**src/design/nst_pkg.sv**
```systemverilog
// constants and types for the host-side timekeeper RAM controller
package nst_pkg;

  // ****************************************
  // widths
  // ****************************************
  localparam int ADDR_W = 13;
  localparam int DATA_W = 8;
  localparam int FIFO_DEPTH = 32;

  // ****************************************
  // bus timing
  // ****************************************
  localparam int CLK_NS = 8;
  localparam int ADDRESS_ACCESS_TIME_NS = 120;
  localparam int T_WP_NS = 90;
  localparam int T_DH_NS = 20;
  localparam int T_WR_NS = 20;
  localparam int T_OD_NS = 40;
  localparam logic [4:0] ACC_CYC =
    5'((ADDRESS_ACCESS_TIME_NS + CLK_NS - 1) / CLK_NS);
  localparam logic [4:0] WP_CYC = 5'((T_WP_NS + CLK_NS - 1) / CLK_NS);
  localparam logic [4:0] DH_CYC = 5'((T_DH_NS + CLK_NS - 1) / CLK_NS);
  localparam logic [4:0] WR_CYC = 5'((T_WR_NS + CLK_NS - 1) / CLK_NS);
  localparam logic [4:0] OD_CYC = 5'((T_OD_NS + CLK_NS - 1) / CLK_NS);

  // ****************************************
  // timekeeper sequence
  // ****************************************
  // bit i is sent in unlock write i: bytes C5 3A A3 5C twice, lsb first
  localparam logic [63:0] UNLOCK_PAT = 64'h5CA3_3AC5_5CA3_3AC5;
  localparam logic [7:0] IDX_PAT_FIRST = 8'h01;
  localparam logic [7:0] IDX_PAT_LAST = 8'h40;
  localparam logic [7:0] IDX_XFER_FIRST = 8'h41;
  localparam logic [7:0] IDX_LAST = 8'h80;

  typedef enum logic [1:0] {
    OP_RAM_RD = 2'h0,
    OP_RAM_WR = 2'h1,
    OP_CLK_RD = 2'h2,
    OP_CLK_WR = 2'h3
  } nst_op_t;

  typedef enum logic [4:0] {
    ST_IDLE  = 5'h01,
    ST_SETUP = 5'h02,
    ST_ACT   = 5'h04,
    ST_HOLD  = 5'h08,
    ST_REC   = 5'h10
  } nst_state_t;

endpackage : nst_pkg

```
**src/design/nst_host.sv**
```systemverilog
// host controller driving the timekeeper RAM pins, with result FIFO
`timescale 1ns/1ps
`default_nettype none

// ****************************************
// result fifo
// ****************************************
module nst_fifo #(
  parameter int W = 8,
  parameter int D = 32
) (
  input wire logic ref_clk,
  input wire logic srst,
  input wire logic clk_en,
  input wire logic in_valid,
  output logic in_ready,
  input wire logic [W-1:0] in_data,
  output logic out_valid,
  input wire logic out_ready,
  output logic [W-1:0] out_data
);
  localparam int AW = $clog2(D);
  logic [W-1:0] mem [D];
  logic [AW-1:0] wr_ptr_r;
  logic [AW-1:0] rd_ptr_r;
  logic [AW:0] cnt_r;
  wire push = in_valid && in_ready;
  wire pop = out_valid && out_ready;
  wire [AW:0] cnt_nxt = cnt_r + (AW+1)'(push) - (AW+1)'(pop);
  assign out_data = mem[rd_ptr_r];
  always_ff @(posedge ref_clk) begin
    if (srst) begin
      wr_ptr_r <= '0;
      rd_ptr_r <= '0;
      cnt_r <= '0;
      in_ready <= 1'b1;
      out_valid <= 1'b0;
    end else if (clk_en) begin
      if (push) begin
        mem[wr_ptr_r] <= in_data;
        wr_ptr_r <= AW'((wr_ptr_r + 1) % D);
      end
      if (pop) begin
        rd_ptr_r <= AW'((rd_ptr_r + 1) % D);
      end
      cnt_r <= cnt_nxt;
      in_ready <= (cnt_nxt != (AW+1)'(D));
      out_valid <= (cnt_nxt != '0);
    end
  end
endmodule : nst_fifo

// ****************************************
// host controller
// ****************************************
// How it works
// - host keeps address steady across every write cycle
// - write-enable stays high for recovery time before next cycle
// - host keeps output-enable high during writes
// - unlock by 64-bit pattern, one bit per write on data bit 0
// - any read resets comparison pointer to first bit
// - unlock writes also store into RAM; use one scratch address
// - eight BCD registers, bit 0 of reg 0 through bit 7 of reg 7
// - host moves each timekeeper register as a whole byte
// - pattern is C5 3A A3 5C twice, each byte lsb first
module nst_host (
  input wire logic ref_clk,
  input wire logic srst,
  input wire logic clk_en,
  input wire logic cmd_valid,
  output logic cmd_ready,
  input wire nst_pkg::nst_op_t cmd_op,
  input wire logic [nst_pkg::ADDR_W-1:0] cmd_addr,
  input wire logic [nst_pkg::DATA_W-1:0] cmd_data,
  input wire logic [63:0] cmd_time,
  output logic rsp_valid,
  input wire logic rsp_ready,
  output logic [nst_pkg::DATA_W-1:0] rsp_data,
  input wire logic pwr_fail,
  output logic [nst_pkg::ADDR_W-1:0] address_lines,
  output logic ce_n,
  output logic oe_n,
  output logic we_n,
  output logic tk_rst_n,
  output logic [nst_pkg::DATA_W-1:0] dq_o,
  output logic dq_oe,
  input wire logic [nst_pkg::DATA_W-1:0] dq_i
);
  import nst_pkg::*;

  nst_state_t state_r;
  nst_op_t op_r;
  logic [DATA_W-1:0] data_r;
  logic [63:0] time_r;
  logic [7:0] idx_r;
  logic [4:0] cnt_r;
  logic [DATA_W-1:0] shift_r;
  logic fifo_in_ready;

  // ****************************************
  // per-cycle decode
  // ****************************************
  wire is_clk = op_r[1];
  wire [5:0] bit_sel = 6'(idx_r - IDX_PAT_FIRST);
  wire in_pat = is_clk && (idx_r >= IDX_PAT_FIRST) && (idx_r <= IDX_PAT_LAST);
  wire in_xfer = is_clk && (idx_r >= IDX_XFER_FIRST);
  // idx 0 of a clock op is the pointer-reset read
  wire cyc_rd = is_clk ? ((idx_r == 8'h00) || (in_xfer && op_r == OP_CLK_RD))
                       : (op_r == OP_RAM_RD);
  wire [DATA_W-1:0] cyc_wdata =
    in_pat ? {7'h00, UNLOCK_PAT[bit_sel]} :
    in_xfer ? {7'h00, time_r[bit_sel]} :
    data_r;
  // whole bytes only are handed back
  wire cyc_push = cyc_rd && (op_r == OP_RAM_RD ||
                             (in_xfer && bit_sel[2:0] == 3'h7));
  wire cyc_last = !is_clk || (idx_r == IDX_LAST);
  wire [DATA_W-1:0] shift_nxt = {dq_i[0], shift_r[DATA_W-1:1]};
  wire act_end = (state_r == ST_ACT) && (cnt_r == 5'h01);
  wire fifo_push = act_end && cyc_rd && cyc_push;
  wire [DATA_W-1:0] fifo_data = (op_r == OP_RAM_RD) ? dq_i : shift_nxt;
  // stall before a pushing cycle, never mid-cycle; only we fill it
  wire can_start = !pwr_fail && !(cyc_push && !fifo_in_ready);
  wire accept = cmd_valid && cmd_ready;

  nst_fifo #(.W(DATA_W), .D(FIFO_DEPTH)) u_fifo (
    .ref_clk(ref_clk),
    .srst(srst),
    .clk_en(clk_en),
    .in_valid(fifo_push),
    .in_ready(fifo_in_ready),
    .in_data(fifo_data),
    .out_valid(rsp_valid),
    .out_ready(rsp_ready),
    .out_data(rsp_data)
  );

  // ****************************************
  // bus sequencer
  // ****************************************
  always_ff @(posedge ref_clk) begin
    if (srst) begin
      state_r <= ST_IDLE;
      op_r <= OP_RAM_RD;
      data_r <= '0;
      time_r <= '0;
      idx_r <= '0;
      cnt_r <= '0;
      shift_r <= '0;
      cmd_ready <= 1'b0;
      address_lines <= '0;
      ce_n <= 1'b1;
      oe_n <= 1'b1;
      we_n <= 1'b1;
      tk_rst_n <= 1'b1;
      dq_o <= '0;
      dq_oe <= 1'b0;
    end else if (clk_en) begin
      case (state_r)
        ST_IDLE: begin
          cmd_ready <= !pwr_fail && !accept;
          if (accept) begin
            op_r <= cmd_op;
            // clock ops use this address as RAM scratch
            address_lines <= cmd_addr;
            data_r <= cmd_data;
            time_r <= cmd_time;
            idx_r <= 8'h00;
            state_r <= ST_SETUP;
          end
        end
        ST_SETUP: begin
          if (can_start) begin
            ce_n <= 1'b0;
            oe_n <= !cyc_rd;
            we_n <= cyc_rd;
            dq_o <= cyc_wdata;
            dq_oe <= !cyc_rd;
            cnt_r <= cyc_rd ? ACC_CYC : WP_CYC;
            state_r <= ST_ACT;
          end
        end
        ST_ACT: begin
          cnt_r <= cnt_r - 5'h01;
          if (cnt_r == 5'h01) begin
            if (cyc_rd) begin
              if (in_xfer) begin
                shift_r <= shift_nxt;
              end
              ce_n <= 1'b1;
              oe_n <= 1'b1;
              cnt_r <= OD_CYC;
              state_r <= ST_REC;
            end else begin
              we_n <= 1'b1;
              cnt_r <= DH_CYC;
              state_r <= ST_HOLD;
            end
          end
        end
        ST_HOLD: begin
          cnt_r <= cnt_r - 5'h01;
          if (cnt_r == 5'h01) begin
            ce_n <= 1'b1;
            dq_oe <= 1'b0;
            cnt_r <= WR_CYC;
            state_r <= ST_REC;
          end
        end
        ST_REC: begin
          cnt_r <= cnt_r - 5'h01;
          if (cnt_r == 5'h01) begin
            if (cyc_last) begin
              state_r <= ST_IDLE;
            end else begin
              idx_r <= idx_r + 8'h01;
              state_r <= ST_SETUP;
            end
          end
        end
        default: begin
          state_r <= ST_IDLE;
        end
      endcase
    end
  end
endmodule : nst_host

`default_nettype wire

```
**config.mk**
```make
export PLATFORM = sky130hd
export DESIGN_NAME = nst_host
export DESIGN_NICKNAME = d
export VERILOG_FILES = /design/src/design/nst_pkg.sv /design/src/design/nst_host.sv
export SDC_FILE = /design/constraint.sdc
export NUM_CORES = 1
export LEC_CHECK = 0
export BUFFER_PORTS_ARGS = -buffer_cell sky130_fd_sc_hd__buf_4
export CORE_MARGIN = 10
export CORE_UTILIZATION = 30
export DETAILED_ROUTE_END_ITERATION = 12
export GPL_TIMING_DRIVEN = 0
export HOLD_SLACK_MARGIN = 0.08
export SLEW_MARGIN = 5
export SYNTH_ARGS = -nofsm -noshare
export SYNTH_HDL_FRONTEND = slang
export SYNTH_HIERARCHICAL = 1
export SYNTH_SLANG_ARGS = --single-unit
```
**constraint.sdc**
```tcl
create_clock -name ref_clk -period 5.1 [get_ports ref_clk]
set_input_delay 0.765 -clock ref_clk [delete_from_list [all_inputs] [get_ports ref_clk]]
set_output_delay 0.765 -clock ref_clk [all_outputs]
set_load 0.01 [all_outputs]
```
**Word-level counts from Yosys, hierarchy flattened**

Memories as Yosys holds them, arrays and structs flattened. A register that Yosys moved wholly into a read port is not among the register bits.
Index checks and enable logic that the tools add are counted.
W data, S select, Z words.

- Input bits: 101
- Register bits: 144
- Output and inout bits: 36
- Memories kept: 2
- Logic and storage cells: 139
- RAM bits: 256
- Latch bits: 0
- Bits in read-only memories: 64

Memory list:

| name | depth | width | read ports | clocked after memory_dff | wr ports | RTL line | source |
|---|---|---|---|---|---|---|---|
| u_fifo.mem | 32 | 8 | 1 | 1 | 1 | nst_host.sv:23 | `logic [W-1:0] mem [D];` |
| (no name shown) | 64 | 1 | 1 | 0 | 0 | nst_host.sv:111 | `in_pat ? {7'h00, UNLOCK_PAT[bit_sel]} :` |

- Muxes and demuxes: 44
- Bitwise operators: 0
- Eq/ne operators: 18
- Shifts and indexed selects: 0
- $add $sub $neg: 7
- Reduce and logical (&&, ||, !) cells: 45
- Div/mod/pow operators: 0
- Magnitude comparators: 4
- Multipliers: 0

Operators by type and width:

| cell | count |
|---|---|
| $mux W5 | 11 |
| $mux W8 | 6 |
| $pmux W5 S5 | 1 |
| $pmux W5 S4 | 1 |
| $reduce_and A5 Y1 | 4 |
| $mux W1 | 16 |
| $pmux W8 S2 | 1 |
| $logic_and A1 B1 Y1 | 15 |
| $ne A2 B2 Y1 const B | 7 |
| $reduce_and A6 Y1 | 2 |
| $add A5 B1 Y5 const B | 2 |
| $eq A5 B1 Y1 const B | 2 |
| $reduce_and A3 Y1 | 3 |
| $add A8 B1 Y8 const B | 1 |
| $eq A8 B8 Y1 const B | 1 |
| $ge A8 B1 Y1 const B | 1 |
| $ge A8 B7 Y1 const B | 1 |
| $le A8 B7 Y1 const B | 1 |
| $logic_not A8 Y1 | 1 |
| $lt A6 B7 Y1 const B | 1 |
| $add A6 B1 Y6 | 1 |
| $bmux W1 S6 | 1 |
| $logic_not A1 Y1 | 6 |
| $ne A6 B6 Y1 const B | 1 |
| other kinds (22) | 31 |

**Depth between registers and ports, before layout**

- Word-level depth: 12
- Gate-level depth with buffers: 20
- Depth with buffers taken out: 18

**Hierarchy**

Netlist, hierarchy kept.

Modules (own cells, without submodules):

| module | times used | seq. area each (um^2) | cells an instance | area an instance (um^2) |
|---|---|---|---|---|
| nst_fifo | 1 | 8147.8 | 536 | 11008.1 |
| nst_host | 1 | 2502.4 | 729 | 5933.2 |

**Least setup slack after synthesis**

No wires, ideal clock.

- Path kind: reg-to-reg
- Start point: register idx_r[0]
- End point: register u_fifo.in_ready
- Setup slack: 0.945 ns
- Data required time: 4.969 ns
- Path buffers: 2
- Arrival: 4.025 ns
- Stages on the path, launching flop included: 21
- Period minus slack after synthesis: 4.155 ns
- Library setup time: 0.131 ns
- Path through: dfxtp_1 -> buf_6 -> buf_2 -> inv_1 -> ha_1 -> nor3b_2 -> a31o_2 -> o21ai_0 -> nand2_1 -> a211oi_1 -> nand2_1 -> ha_1 -> inv_1 -> ha_1 -> inv_1 -> fa_1 -> nand2b_1 -> a21oi_1 -> xor2_1 -> nor4_1 -> a31oi_1

- Cells in the longest elaborated chain, start to end: 11
- Elaborated cells between the ends (all ways): 17
- Classes of those cells: add/sub: 3; order compare: 1; eq/ne: 2; mux: 1; reduce/logical: 10

Ends and longest elaborated chain:

| what | RTL line | source |
|---|---|---|
| start: declaration | nst_host.sv:95 | `logic [7:0] idx_r;` |
| start signal: assignment | nst_host.sv:216 | `idx_r <= idx_r + 8'h01;` |
| $ge A8 B7 Y1 | nst_host.sv:106 | `wire in_xfer = is_clk && (idx_r >= IDX_XFER_FIRST);` |
| $logic_and A1 B1 Y1 | nst_host.sv:106 |  |
| $logic_and A1 B1 Y1 | nst_host.sv:108 | `wire cyc_rd = is_clk ? ((idx_r == 8'h00) \|\| (in_xfer && op_r == OP_CLK_RD))` |
| $logic_or A1 B1 Y1 | nst_host.sv:108 |  |
| $mux W1 | nst_host.sv:108 |  |
| $logic_and A1 B1 Y1 (on tied branches) | nst_host.sv:120, nst_host.sv:115 |  |
| $logic_and A1 B1 Y1 (*) | nst_host.sv:120 | `wire fifo_push = act_end && cyc_rd && cyc_push;` |
| net fifo_push | nst_host.sv:120 |  |
| $logic_and A1 B1 Y1 (*) | nst_host.sv:27 | `wire push = in_valid && in_ready;` |
| $add A6 B1 Y6 (*) | nst_host.sv:29 | `wire [AW:0] cnt_nxt = cnt_r + (AW+1)'(push) - (AW+1)'(pop);` |
| $sub A6 B1 Y6 (*) | nst_host.sv:29 |  |
| $ne A6 B6 Y1 (*) | nst_host.sv:47 | `in_ready <= (cnt_nxt != (AW+1)'(D));` |
| end signal: assignment | nst_host.sv:47 |  |
| end: declaration | nst_host.sv:16 | `output logic in_ready,` |

The timed path passes the listed nets; every way through them passes the cells marked *.
A chain may end at the register's enable or synchronous reset.

**Final worst setup path**

- Start point: register idx_r[0]
- End point: register u_fifo.out_valid

- Cells in the longest elaborated chain, start to end: 11
- Elaborated cells between the ends (all ways): 17
- Classes of those cells: add/sub: 3; order compare: 1; eq/ne: 1; mux: 1; reduce/logical: 11

Ends and longest elaborated chain:

| what | RTL line | source |
|---|---|---|
| $ge A8 B7 Y1 | nst_host.sv:106 |  |
| $logic_and A1 B1 Y1 | nst_host.sv:106 |  |
| $logic_and A1 B1 Y1 | nst_host.sv:108 |  |
| $logic_or A1 B1 Y1 | nst_host.sv:108 |  |
| $mux W1 | nst_host.sv:108 |  |
| $logic_and A1 B1 Y1 (on tied branches) | nst_host.sv:120, nst_host.sv:115 |  |
| $logic_and A1 B1 Y1 (*) | nst_host.sv:120 |  |
| net fifo_push | nst_host.sv:120 |  |
| $logic_and A1 B1 Y1 (*) | nst_host.sv:27 |  |
| $add A6 B1 Y6 (*) | nst_host.sv:29 |  |
| $sub A6 B1 Y6 (*) | nst_host.sv:29 |  |
| $reduce_bool A6 Y1 (*) | nst_host.sv:48 | `out_valid <= (cnt_nxt != '0);` |
| end signal: assignment | nst_host.sv:48 |  |
| end: declaration | nst_host.sv:18 | `output logic out_valid,` |

Marks and branches as above.

==> summary.txt <==
Timing
  • Min cycle time layout: between 4 and 5 ns
  • RSZ-0062 raised after global routing: no
  • Post-Route Skew: around 0.028 ns
  • Final setup fails: 0
  • Slew Viols, Final: 0
  • Setup tns final: 0 ns
  • WHS: between 0.4 and 0.5 ns
  • Slew @ Worst Pin: 1.20 ns
  • Fmax: approximately 0.22 GHz
  • Fin crit share: roughly nine tenths
  • Slew margin rel.: between 10% and 20%
  • Fin. Hold Viols: 0

Routing
  • Vias: between 10,000 and 15,000
  • Met2 WL: 19.2 mm
  • Routed WL: approximately 42 mm
  • DR top layer: met5
  • DR iter-0 viols: ~630
  • DRT met1 WL: 18.5 mm
  • Post-DR vias/cell: between 4 and 5
  • Routed len/inst: approximately 19 um
  • Drt pass-1 iters: 4
  • Drt drc: 0
  • Final ANT Viol Nets: 0
  • Met3 wire length: about 2.9 mm

Worst setup path
  • Setup crit start kind: register
  • FF-to-FF End: u_fifo/out_valid
  • Critical Path AT: roughly 5.0 ns
  • Reg2reg path depth: 19
  • WS Path Type: reg -> reg
  • CP Data Required Time: between 5 and 6 ns
  • Reg-to-Reg Start: idx_r[0]
  • Critical path endpoint category: register
  • Worst reg2reg setup slack: 0.54 ns
  • Worst Path Max Fanout: 18

Power and ir drop
  • P_int: 5660 uW
  • Leak: ~0.0066 uW
  • Net switching power: 1750 uW
  • Seq pwr share: between 40% and 50%
  • Clk pwr share: about two fifths
  • Sw Ratio: 23.6%
  • IR drop worst, VDD: between 0.00015 and 0.0002 V
  • Power Density: ~360 mW/mm2
  • Gate power share: 9.5%

Clock tree
  • Number of CTS-inserted buffers: between 40 and 50
  • Clk pin slew, worst setup/hold paths: about 0.06 ns
  • CTS tree: built
  • Htree depth: 2
  • Clk Tree Root Cell: clkbuf_16
  • Setup Buffers After CTS: 0
  • Clock sink count: a little over 400
  • Clk Latency, worst-skew pair: approximately 0.58 ns
  • CTS hold repair buffers: 0
  • Max clock buf depth: 3

Die
  • DIE HEIGHT: approximately 260 um
  • Die ar.: 0.0664 mm2
  • Die X: about 260 um
  • Core Region: 0.0562 mm2
  • Core Rows: 87
  • I/O pin count: about 140
  • Initial Util: between 30% and 40%

Logic synthesis
  • Number of synthesized flops with an enable pin: between 200 and 300
  • Top-count cell post-synth: edfxtp_1
  • Syn_nets: 1,384
  • Synth warn: 6
  • Synthesis-stage register bit count: around 400
  • Mapped Area: approximately 0.017 mm2
  • Cell variety after synth: 68
  • Cell taking the most area after synthesis: edfxtp_1
  • Sequential area share after synthesis: a little over three fifths
  • Cells after synthesis: roughly 1,300
  • Synthesized area per cell: 13.4 um2
  • Synth top cells by count: edfxtp_1 (256), nand2_1 (212), dfxtp_1 (148), a21oi_1 (114), nor2_1 (91)
  • Largest cells by area after synthesis: edfxtp_1 (45%), dfxtp_1 (17%), mux4_2 (12%), nand2_1 (4.7%), a21oi_1 (3.4%)
  • Synth top area share: 45.4%
  • Post-synth top flop: edfxtp_1
  • FFs w/ async S/R, synth: 0%

Hold path
  • Hold Startpoint: cmd_addr[3]
  • WHS Path Cells: 3
  • Hold Crit Class: in -> reg
  • Hold Path End: address_lines[3]

Final layout
  • Area growth syn-to-layout: 19.9%
  • # diodes: 0
  • Cell Count, Final, Fillers Out: ~2,200
  • Final Core Density: 36.1%
  • Proportion of layout cells with a drive suffix above 1: a little under a quarter
  • Fin area: a little over 0.02 mm2
  • Layout net count: roughly 1,600

Place
  • HPWL after DPL: 29.8 mm
  • PortBufs: about 140
  • RD Place Congestion: slightly above 0.8
  • Placed Area: 0.0189 mm2
  • Placed cells: 2,156

Global route
  • Largest net degree at the start of global routing: 33
  • Total track usage: 12.4%
  • Vias in the first global route: ~11,000
  • GR Overflow Total: 0
  • Initial antenna violation count: 2
  • First-pass GRT wire length: around 65 mm

Run status
  • Status: completed

Flow run
  • Maxcap violations: 0
[routing by layer]
metal  global-route usage, %  vias up
li1                        -     5075
met1                    15.7     5390
met2                    19.8      287
met3                    3.68       82
met4                    4.41        2
met5                       0        -
[cell type report]
type	instances	area, um2
fill	5511	35900
sequential	404	10700
multi-input combinational	758	5860
clock buffer	64	1220
timing repair buffer	135	1010
tap	756	946
buffer	78	344
clock inverter	15	178
inverter	24	90.1
[metrics by stage]
| step | setup slack, ns | total power [uW] |
|---|---|---|
| floorplan | 0.945 | 4110 |
| global placement | 0.0171 | 4340 |
| detailed placement | -0.113 | 4360 |
| CTS | 0.0447 | 7480 |
| global route | 0.185 | 7710 |
| finish | 0.539 | 7410 |
[state kept, by name (all words and copies together), names as in the netlist, 2 cells and up, named ones only]
signal,flops
u_fifo/cnt_r,6
data_r,8
u_fifo/wr_ptr_r,5
dq_o,8
op_r,2
u_fifo/mem,256
shift_r,7
idx_r,8
u_fifo/rd_ptr_r,5
cnt_r,5
address_lines,13
time_r,64
state_r,5
[critical path, cell delays in order (launching register included)]
cell and delay [ns]:
dfxtp_1 0.38, buf_6 0.27, inv_1 0.16, ha_1 0.30, nor3b_2 0.23, a31o_2 0.29
o21ai_1 0.33, nand2_1 0.16, a211oi_1 0.33, nand2_1 0.10, ha_1 0.27, inv_1 0.06
ha_1 0.16, inv_1 0.05, fa_1 0.39, nand2b_1 0.16, a21oi_1 0.15, xor2_1 0.12
nor4_2 0.38, a211oi_1 0.14
[logic make-up (layout without fill, tap and decap cells)]
kind of cell | Yosys count | count (layout) | share of synthesized area, %
other | 1 | 1 | 0.0221
adders and majority gates | 18 | 18 | 1.37
buffers and inverters | 103 | 316 | 2.59
AOI/OAI and AO/OA | 191 | 191 | 6.73
DFF | 404 | 404 | 62.9
xor gates and xnor gates | 28 | 28 | 1.45
muxes | 129 | 129 | 15.0
and+or+nand+nor | 391 | 391 | 9.99
[repair_timing]
item / CTS / global route
resized for setup: 1 / 1
gates cloned: 0 / 0
pin swaps: 0 / 0
setup endpoints to repair: 2 / 18
[layout by cell type, fill, tap and decap left out, types with 8 or more instances in the layout]
cell type,n
edfxtp_1,256
xnor2_1,14
xor2_1,14
a211oi_1,8
buf_2,8
o21ai_0,18
nand2_1,212
nor2b_1,10
nand3_1,19
a21oi_1,114
clkbuf_1,68
inv_1,24
mux2i_1,17
mux2_2,16
nor2_1,91
mux4_2,89
dfxtp_1,148
ha_1,17
buf_4,142
clkbuf_16,43
nor3_1,13
[worst max path at each step]
| stage | slack (ns) | cells past startpoint | start | end |
|---|---|---|---|---|
| 2_1_floorplan | 0.94 | 20 | idx_r[0] | u_fifo/in_ready |
| 5_1_grt | 0.18 | 19 | idx_r[0] | u_fifo/out_valid |
| 4_1_cts | 0.04 | 20 | idx_r[0] | u_fifo/out_valid |
| 6_report | 0.54 | 19 | idx_r[0] | u_fifo/out_valid |
| 3_5_place_dp | -0.11 | 20 | idx_r[0] | u_fifo/out_valid |
| 3_3_place_gp | 0.02 | 20 | idx_r[0] | u_fifo/out_valid |
[power by group through the flow]
stage | logic (uW) | clock network (uW) | registers (uW)
floorplan | 463 | 0 | 3650
global placement | 681 | 0 | 3660
detailed placement | 699 | 0 | 3660
CTS | 701 | 3190 | 3590
global route | 778 | 3330 | 3600
finish | 702 | 3110 | 3590
Note: power is estimated with default switching activity, not from simulation.
